$ cat src/hw/bcl_pkg.sv
// Package for the bus cycle and lock control block
package bcl_pkg;
  localparam logic [3:0] BE_SHUTDOWN = 4'he;
  localparam logic [3:0] BE_HALT = 4'hb;
  localparam logic [3:0] BE_STOPGNT = 4'hb;
  localparam logic [2:0] A42_SHUTDOWN = 3'h0;
  localparam logic [2:0] A42_HALT = 3'h0;
  localparam logic [2:0] A42_STOPGNT = 3'h4;
  localparam logic [3:0] BE_IDLE_N = 4'hf;
  localparam logic [2:0] LINE_BEATS = 3'h4;
  localparam logic [2:0] DESC_BEATS = 3'h2;

  typedef enum logic [2:0] {
    BCL_OP_INTA, BCL_OP_SPECIAL, BCL_OP_IO_RD, BCL_OP_IO_WR,
    BCL_OP_CODE_RD, BCL_OP_MEM_RD, BCL_OP_MEM_WR
  } bcl_op_t;

  typedef enum logic [1:0] {
    BCL_SP_SHUTDOWN, BCL_SP_HALT, BCL_SP_STOPGNT
  } bcl_special_t;

  typedef struct packed {
    bcl_op_t op;
    bcl_special_t special;
    logic [29:0] addr;
    logic [3:0] byte_enable_n;
    logic locked;
    logic last_locked;
    logic line_fill;
    logic desc_read;
  } bcl_req_t;

  typedef struct packed {
    logic mem_io;
    logic data_code;
    logic write_read;
  } bcl_def_t;
endpackage

$ cat src/hw/bcl_ctrl.sv
// Bus cycle, lock and pseudo-lock control
`timescale 1ns/1ns
module bcl_ctrl (
  input wire logic core_clk,
  input wire logic rst_n,
  input wire bcl_pkg::bcl_req_t req,
  input wire logic req_valid,
  output logic req_ready,
  output logic cycle_done,
  input wire logic ready_n,
  input wire logic size8_req_n,
  input wire logic size16_req_n,
  input wire logic cacheable_n,
  input wire logic hold_req,
  output logic hold_ack,
  output logic [29:0] addr,
  output logic [3:0] byte_enable_n,
  output bcl_pkg::bcl_def_t cycle_def,
  output logic addr_strobe_n,
  output logic addr_strobe_oe,
  output logic lock_n,
  output logic lock_oe,
  output logic pseudo_lock_n,
  output logic pseudo_lock_oe
);
  import bcl_pkg::*;

  typedef enum {ST_IDLE, ST_T1, ST_T2} bcl_state_t;

  bcl_state_t state, next_state;
  logic [2:0] rdy_sync, next_rdy_sync;
  logic [2:0] beats, next_beats;
  logic [2:0] total, next_total;
  logic [29:0] next_addr;
  logic [3:0] next_byte_enable_n;
  bcl_def_t next_cycle_def;
  logic next_addr_strobe_n, next_lock_n, next_pseudo_lock_n;
  logic next_hold_ack, next_req_ready, next_cycle_done;
  logic next_addr_strobe_oe, next_lock_oe, next_pseudo_lock_oe;
  logic lock_keep, next_lock_keep;
  logic multi, next_multi;
  logic rdy_seen;

  // Three-stage pin synchroniser for ready
  always_comb begin
    next_rdy_sync = {rdy_sync[1:0], ready_n};
  end

  always_ff @(posedge core_clk) begin
    if (!rst_n) begin
      rdy_sync <= 3'h7;
    end else begin
      rdy_sync <= next_rdy_sync;
    end
  end

  // Ready change counts once second and third stages agree
  assign rdy_seen = ~rdy_sync[1] & ~rdy_sync[2];

  always_comb begin
    next_state = state;
    next_beats = beats;
    next_total = total;
    next_addr = addr;
    next_byte_enable_n = byte_enable_n;
    next_cycle_def = cycle_def;
    next_addr_strobe_n = 1'b1;
    next_lock_n = lock_n;
    next_pseudo_lock_n = pseudo_lock_n;
    next_hold_ack = hold_ack;
    next_req_ready = 1'b0;
    next_cycle_done = 1'b0;
    next_lock_keep = lock_keep;
    next_multi = multi;
    case (state)
      ST_IDLE: begin
        // Ready is not looked at here
        next_hold_ack = hold_req & lock_n;
        if (req_valid && !hold_req && !hold_ack) begin
          next_state = ST_T1;
          next_req_ready = 1'b1;
          next_addr = req.addr;
          next_byte_enable_n = req.byte_enable_n;
          next_addr_strobe_n = 1'b0;
          next_beats = 3'h1;
          next_lock_keep = req.locked & ~req.last_locked;
          if (req.locked) begin
            next_lock_n = 1'b0;
          end
          case (req.op)
            BCL_OP_INTA: next_cycle_def = 3'b000;
            BCL_OP_SPECIAL: next_cycle_def = 3'b001;
            BCL_OP_IO_RD: next_cycle_def = 3'b010;
            BCL_OP_IO_WR: next_cycle_def = 3'b011;
            BCL_OP_CODE_RD: next_cycle_def = 3'b100;
            BCL_OP_MEM_RD: next_cycle_def = 3'b110;
            BCL_OP_MEM_WR: next_cycle_def = 3'b111;
            default: next_cycle_def = 3'b110;
          endcase
          if (req.op == BCL_OP_SPECIAL) begin
            case (req.special)
              BCL_SP_SHUTDOWN: begin
                next_byte_enable_n = BE_SHUTDOWN;
                next_addr = {req.addr[29:3], A42_SHUTDOWN};
              end
              BCL_SP_HALT: begin
                next_byte_enable_n = BE_HALT;
                next_addr = {req.addr[29:3], A42_HALT};
              end
              BCL_SP_STOPGNT: begin
                next_byte_enable_n = BE_STOPGNT;
                next_addr = {req.addr[29:3], A42_STOPGNT};
              end
              default: next_byte_enable_n = BE_IDLE_N;
            endcase
          end
          // Locked reads are never line fills
          next_multi = (req.line_fill & ~req.locked) | req.desc_read;
          next_total = req.desc_read ? DESC_BEATS : LINE_BEATS;
          next_pseudo_lock_n = ~next_multi;
        end
      end
      ST_T1: begin
        // First clock: ready ignored
        next_state = ST_T2;
      end
      ST_T2: begin
        if (rdy_seen) begin
          if (multi && beats < total &&
              (!cacheable_n || !size8_req_n || !size16_req_n)) begin
            // Narrow bus or still cacheable: another address phase
            next_state = ST_T1;
            next_beats = 3'(beats + 3'h1);
            next_addr = 30'(addr + 30'h1);
            next_addr_strobe_n = 1'b0;
            // Released as final address goes out
            next_pseudo_lock_n = (3'(beats + 3'h1) == total);
          end else begin
            next_state = ST_IDLE;
            next_cycle_done = 1'b1;
            next_multi = 1'b0;
            next_pseudo_lock_n = 1'b1;
            if (!lock_keep) begin
              next_lock_n = 1'b1;
            end
          end
          // Wide bus and not cacheable: no further cycle
          if (multi && cacheable_n && size8_req_n && size16_req_n) begin
            next_pseudo_lock_n = 1'b1;
          end
        end
      end
      default: next_state = ST_IDLE;
    endcase
  end

  always_ff @(posedge core_clk) begin
    if (!rst_n) begin
      state <= ST_IDLE;
      beats <= 3'h0;
      total <= 3'h0;
      addr <= 30'h0;
      byte_enable_n <= BE_IDLE_N;
      cycle_def <= 3'h0;
      addr_strobe_n <= 1'b1;
      lock_n <= 1'b1;
      pseudo_lock_n <= 1'b1;
      hold_ack <= 1'b0;
      req_ready <= 1'b0;
      cycle_done <= 1'b0;
      lock_keep <= 1'b0;
      multi <= 1'b0;
    end else begin
      state <= next_state;
      beats <= next_beats;
      total <= next_total;
      addr <= next_addr;
      byte_enable_n <= next_byte_enable_n;
      cycle_def <= next_cycle_def;
      addr_strobe_n <= next_addr_strobe_n;
      lock_n <= next_lock_n;
      pseudo_lock_n <= next_pseudo_lock_n;
      hold_ack <= next_hold_ack;
      req_ready <= next_req_ready;
      cycle_done <= next_cycle_done;
      lock_keep <= next_lock_keep;
      multi <= next_multi;
    end
  end

  // Strobe, lock and pseudo-lock outputs float while hold is granted
  always_comb begin
    next_addr_strobe_oe = ~next_hold_ack;
    next_lock_oe = ~next_hold_ack;
    next_pseudo_lock_oe = ~next_hold_ack;
  end

  always_ff @(posedge core_clk) begin
    if (!rst_n) begin
      addr_strobe_oe <= 1'b1;
      lock_oe <= 1'b1;
      pseudo_lock_oe <= 1'b1;
    end else begin
      addr_strobe_oe <= next_addr_strobe_oe;
      lock_oe <= next_lock_oe;
      pseudo_lock_oe <= next_pseudo_lock_oe;
    end
  end
endmodule // bcl_ctrl

$ cat config.mk
export PLATFORM = sky130hd
export DESIGN_NAME = bcl_ctrl
export DESIGN_NICKNAME = d
export VERILOG_FILES = /design/src/hw/bcl_pkg.sv /design/src/hw/bcl_ctrl.sv
export SDC_FILE = /design/constraint.sdc
export NUM_CORES = 1
export LEC_CHECK = 0
export BUFFER_PORTS_ARGS = -buffer_cell sky130_fd_sc_hd__buf_4
export CORE_ASPECT_RATIO = 1.1
export CORE_UTILIZATION = 57
export CTS_BUF_LIST = sky130_fd_sc_hd__clkbuf_4
export DETAILED_ROUTE_END_ITERATION = 12
export PLACE_DENSITY = 0.88
export SYNTH_ARGS = -nofsm -noshare
export SYNTH_HDL_FRONTEND = slang
export SYNTH_SLANG_ARGS = --single-unit
$ cat constraint.sdc
create_clock -name core_clk -period 3.6 [get_ports core_clk]
set_clock_uncertainty 0.1 [all_clocks]
set_input_delay 0.36 -clock core_clk [delete_from_list [all_inputs] [get_ports core_clk]]
set_output_delay 0.36 -clock core_clk [all_outputs]
set_load 0.01 [all_outputs]
Word level (Yosys, flattened, before mapping)

Index checks and enable logic that the tools add are counted.

Word-level logic and storage cells: 115
Register bits: 87
Bits of input ports: 51
Output and inout port bits: 46

Bitwise gates (word level): 11
Muxes and demuxes: 39
Reductions and logical operators: 28
Magnitude comparators: 1
Equal/unequal tests: 16
$add $sub $neg: 2

Operator list:

| cell                    | count |
|---|---|
| $pmux W32 S3            | 1 |
| $mux W30                | 3 |
| $mux W32                | 2 |
| $pmux W30 S2            | 1 |
| $eq A32 B1 Y1 const B   | 1 |
| $eq A32 B2 Y1 const B   | 1 |
| $logic_not A32 Y1       | 1 |
| $add A30 B1 Y30 const B | 1 |
| $mux W1                 | 18 |
| $pmux W3 S2             | 3 |
| $pmux W3 S6             | 1 |
| $mux W3                 | 5 |
| $ne A2 B2 Y1 const B    | 6 |
| $pmux W1 S2             | 4 |
| $reduce_and A4 Y1       | 2 |
| $logic_and A1 B1 Y1     | 7 |
| $eq A3 B2 Y1 const B    | 2 |
| $eq A3 B3 Y1 const B    | 2 |
| $not A1 Y1              | 6 |
| $reduce_and A2 Y1       | 3 |
| $reduce_and A3 Y1       | 2 |
| $reduce_and A6 Y1       | 1 |
| $logic_not A1 Y1        | 5 |
| $and A1 B1 Y1           | 4 |
| 13 further kinds        | 15 |

Depth between registers and ports, before layout

Depth after elaboration: 8
Gate-level depth with buffers: 9
Depth with buffers taken out: 8

Worst setup path after synthesis

No wires, ideal clock.

Path kind: register -> register
From: register total[2]
To: register addr[0]
Library setup time: 0.074 ns
Stages on the path, launching flop included: 9
Path buffers: 1
Slack: 1.528 ns
Arrival: 1.897 ns
Clock period less this slack: 2.072 ns
Cell sequence: dfxtp_1 > inv_1 > ha_1 > nand2b_1 > a211o_1 > a22o_1 > buf_2 > or4b_1 > a31oi_1

Cells in the longest elaborated chain, start to end: 5

RTL lines:

| item                             | line            | text |
|---|---|---|
| start, declared                  | bcl_ctrl.sv:33  | `logic [2:0] total, next_total;` |
| start signal, assigned           | bcl_ctrl.sv:176 | `total <= next_total;` |
| $lt A3 B3 Y1                     | bcl_ctrl.sv:129 | `if (multi && beats < total &&` |
| $logic_and A1 B1 Y1 (2 in a row) | bcl_ctrl.sv:129 |  |
| $ne A2 B2 Y1 (no line)           | -               |  |
| $reduce_and A4 Y1 (no line)      | -               |  |
| end signal, assigned             | bcl_ctrl.sv:177 | `addr <= next_addr;` |
| end, declared                    | bcl_ctrl.sv:16  | `output logic [29:0] addr,` |

No other way between the ends.
A chain may end at the register's enable or synchronous reset.

Final worst setup path

From: register state[1]
To: register addr[21]

Cells in the longest elaborated chain, start to end: 3
Elaborated cells on any way between the ends: 8
Those cells by class: 4 x eq/ne; 1 x mux; 3 x reduce/logical

RTL lines:

| item                                                         | line            | text |
|---|---|---|
| start, declared                                              | bcl_ctrl.sv:30  | `bcl_state_t state, next_state;` |
| start signal, assigned                                       | bcl_ctrl.sv:174 | `state <= next_state;` |
| $eq A32 B2 Y1 or $logic_not A32 Y1 (tied branches)           | bcl_ctrl.sv:75  | `case (state)` |
| $ne A2 B2 Y1 (no line) or $reduce_bool A2 Y1 (tied branches) | -               |  |
| $reduce_and A4 Y1 (no line)                                  | -               |  |

Several ways; a longest one is shown, not always the timed one.

==> summary.md <==
| Metric | Value |
|---|---|
| Power per Cell Area | 345 nW/um^2 |
| Fill count | 403 |
| Clock Latency Late Sink | 0.39 ns |
| Area leader, netlist | dfxtp_1 |
| Post-CTS setup repair buffer count | 0 |
| Cts bufs inserted | 5 |
| Arrival @ worst endpoint | 2.86 ns |
| Area growth, synth to finish | 25.8% |
| Starting Density | 60.1% |
| Yosys reg bits | 56 |
| Simple logic cell fraction of the synthesized area | 27.3% |
| Cell row count | 27 |
| Post-synthesis compound-gate area fraction | 26.0% |
| HP Class | in2reg |
| Net Sw Power | 0.000381 W |
| Internal | 0.000939 W |
| Relative slew slack | 34.3% |
| Max-Cap Viols | 0 |
| Crit-path leading delay family | compound AO/OA/AOI/OAI gates |
| CTS max path bufs | 2 |
| Largest net degree at the start of global routing | 49 |
| Layout cells sized above 1 | 25.4% |
| Number of global-route vias before repair | 2986 |
| CP max FO | 19 |
| Post-synthesis xor/xnor area fraction | 0.863% |
| Initial antenna violation count | 0 |
| Setup WS pre-CTS | 1.00 ns |
| Post-route design area | 3830 sq um |
| WL per Instance | 15.4 um |
| H-tree Lvls | 2 |
| Number of synthesized flops with an enable pin | 0 |
| Worst vdd ir | 226 uV |
| CP cell instances | nor4_2 -> nand2_1 -> a22oi_2 -> o221ai_1 -> a211oi_1 |
| CTS Hold Bufs | 0 |
| FMAX | 376 MHz |
| Setup crit start kind | flop |
| Overall Global Routing Usage | 29.4% |
| Syn_area_per_cell | 7.79 sq um |
| IO Pins | 97 |
| GR Util met2 | 49.7% |
| Clock Pin Slew Worst Setup and Hold Paths | 0.16 ns |
| Final worst slack | 0.943 ns |
| Placer Congestion | 0.870 |
| Grt peak-use layer | met2 |
| Critical setup path kind | reg2reg |
| Max incr delay on CP | 0.80 ns |
| Final Hold Fails | 0 |
| Top cells by area, synth | dfxtp_1 37%, a21oi_1 5.8%, nor2_1 4.6% |
| Area occupied by registers | 1120 sq um |
| Global route overflow | 0 |
| Post-route setup TNS | 0 ns |
| Ant. Diodes | 0 |
| RSZ-0062 raised after global routing | no |
| Mapped cell area | 3040 sq um |
| Post-route insts no fill | 527 |
| Slew @ Worst Pin | 0.985 ns |
| Post-DP Area | 3750 sq um |
| P_leak | 1.55 nW |
| Worst Setup End Kind | flop |
| Post-synth top flop | dfxtp_1 |
| Yosys warns | 0 |
| Period minus WS final | 2.66 ns |
| Met1 usage | 36.6% |
| Req. time, crit path | 3.80 ns |
| Buf/Inv on CP | 0 |
| Critical path's slowest cell | a22oi_2 |
| Final wirelength | 8120 um |
| Yosys top cell area share | 36.8% |
| Tcrit/Tclk final | 73.8% |
| DPL Wire Length | 5620 um |
| Distinct cells, synth | 63 |
| Mux cell area share after synthesis | 0.699% |
| DRC Markers | 0 |
| Sequential share of the synthesized area | 36.8% |
| Die Y | 78.6 um |
| Clk network pwr share | 26.6% |
| First-pass GRT wire length | 13300 um |
| Seq pwr share | 53.2% |
| Grt met3 use | 5.39% |
| Port bufs | 96 |
| Clock sink count | 56 |
| Dpl cells | 519 |
| Status | finished clean |
| DR vias/cell | 6.23 |
| Die area | 5640 sq um |
| 1st-iter DRT viols | 247 |
| Vias | 3283 |
| Combinational power share | 20.3% |
| Switching share of power | 28.9% |
| CTS resizes | 0 |
| Die Wd | 71.7 um |
| Final setup fails | 0 |
| Area occupied by multi-input gates | 1750 sq um |
| DRT antenna net count | 0 |
| Core Area | 5070 sq um |
| Fraction of registers with async set/reset | 0% |
| TritonRoute pass-1 iters | 5 |
| Synthesized Nets | 448 |
| Final net count | 525 |
| CTS tree | yes |
| Max-slew violation count | 0 |
| Clock Tree Root | clkbuf_4 |
| Largest family of logic cells by synthesized area | simple AND/OR/NAND/NOR gates |
| Post-synthesis adder-cell area fraction | 2.47% |
| Syn Inst Count | 391 |
synth_stat cells (3+ instances only):
master and count:
a22o_1 3, buf_2 4, buf_4 3, nor2_1 37
nand2_1 31, nand2b_1 10, a211oi_1 7, a211o_1 3
nand4_1 12, nor3_1 15, or3_1 4, nor4_1 4
a31oi_1 7, and3_1 6, a21oi_1 35, inv_1 11
o221a_1 3, a311oi_1 4, nand3_1 22, and2_1 6
dfxtp_1 56, o211ai_1 4, clkbuf_1 22, o21ai_0 14
o21ai_1 13, ha_1 6
power by group through the flow:
stage / clock network, W / registers [W] / logic (W)
global placement: 0 / 0.000712 / 0.000259
finish: 0.000351 / 0.000702 / 0.000267
global route: 0.000377 / 0.000708 / 0.000292
detailed placement: 0 / 0.000713 / 0.000266
floorplan: 0 / 0.000718 / 0.000136
CTS: 0.000352 / 0.000700 / 0.000267
state kept, by name (all words and copies together) (netlist names):
signal,flops
byte_enable_n,4
total,2
multi,1
state,2
lock_n,1
rdy_sync,3
req_ready,1
addr,30
cycle_def,3
beats,3
hold_ack,1
lock_keep,1
pseudo_lock_n,1
pseudo_lock_oe,1
addr_strobe_n,1
cycle_done,1
per-stage QoR:
step | total power, W | utilization, % | hold WS, ns
floorplan | 0.000854 | - | 0.286
detailed placement | 0.000979 | 74.0 | 0.305
global placement | 0.000971 | 74.0 | 0.297
global route | 0.00138 | 75.6 | 0.0235
finish | 0.00132 | 75.6 | 0.0402
CTS | 0.00132 | 75.6 | 0.0406
placed cells by master (no fill, tap or decap), types with 3 or more instances in the layout:
cell | synthesis | final
buf_4 | 3 | 101
dfxtp_1 | 56 | 56
nor2_1 | 37 | 37
a21oi_1 | 35 | 35
nand2_1 | 31 | 31
nand3_1 | 22 | 22
nor3_1 | 15 | 15
o21ai_0 | 14 | 14
o21ai_1 | 13 | 13
nand4_1 | 12 | 12
inv_1 | 11 | 11
nand2b_1 | 10 | 10
a211oi_1 | 7 | 7
a31oi_1 | 7 | 7
and3_1 | 6 | 6
and2_1 | 6 | 6
ha_1 | 6 | 6
clkbuf_4 | 0 | 5
nor4_1 | 4 | 4
o211ai_1 | 4 | 4
or3_1 | 4 | 4
a311oi_1 | 4 | 4
a211o_1 | 3 | 3
a22o_1 | 3 | 3
o221a_1 | 3 | 3
routing by layer:
layer / routed length, um / share of wire, %
met1: 3440 / 42
met4: 140 / 1.7
met2: 3990 / 49
met5: 0 / 0
met3: 550 / 6.8
cell type report:
cell class | count | area share, %
clock inverters | 3 | 1.11
multi-input cells | 292 | 45.8
repair buffers | 101 | 19.8
flip-flops and latches | 56 | 29.3
well taps | 58 | 1.89
inverters | 12 | 1.18
clock buffers | 5 | 0.980
final timing paths:
| kind | depth (start not counted) | start | to | slack (ns) |
|---|---|---|---|---|
| min reg2reg | 1 | rdy_sync[0] | rdy_sync[1] | 0.34 |
| max | 5 | state[1] | addr[21] | 0.94 |
| max reg2reg | 5 | state[1] | addr[21] | 0.94 |
| min | 2 | ready_n | rdy_sync[0] | 0.04 |
cell families (layout without fill, tap and decap cells):
logic type | count (synthesis) | count (layout)
and+or+nand+nor | 161 | 161
AOI/OAI and AO/OA | 120 | 120
DFF | 56 | 56
buffers and inverters | 43 | 121
adders and majority gates | 6 | 6
xor gates and xnor gates | 3 | 3
muxes | 2 | 2
Power figures use the tool's default switching activity.
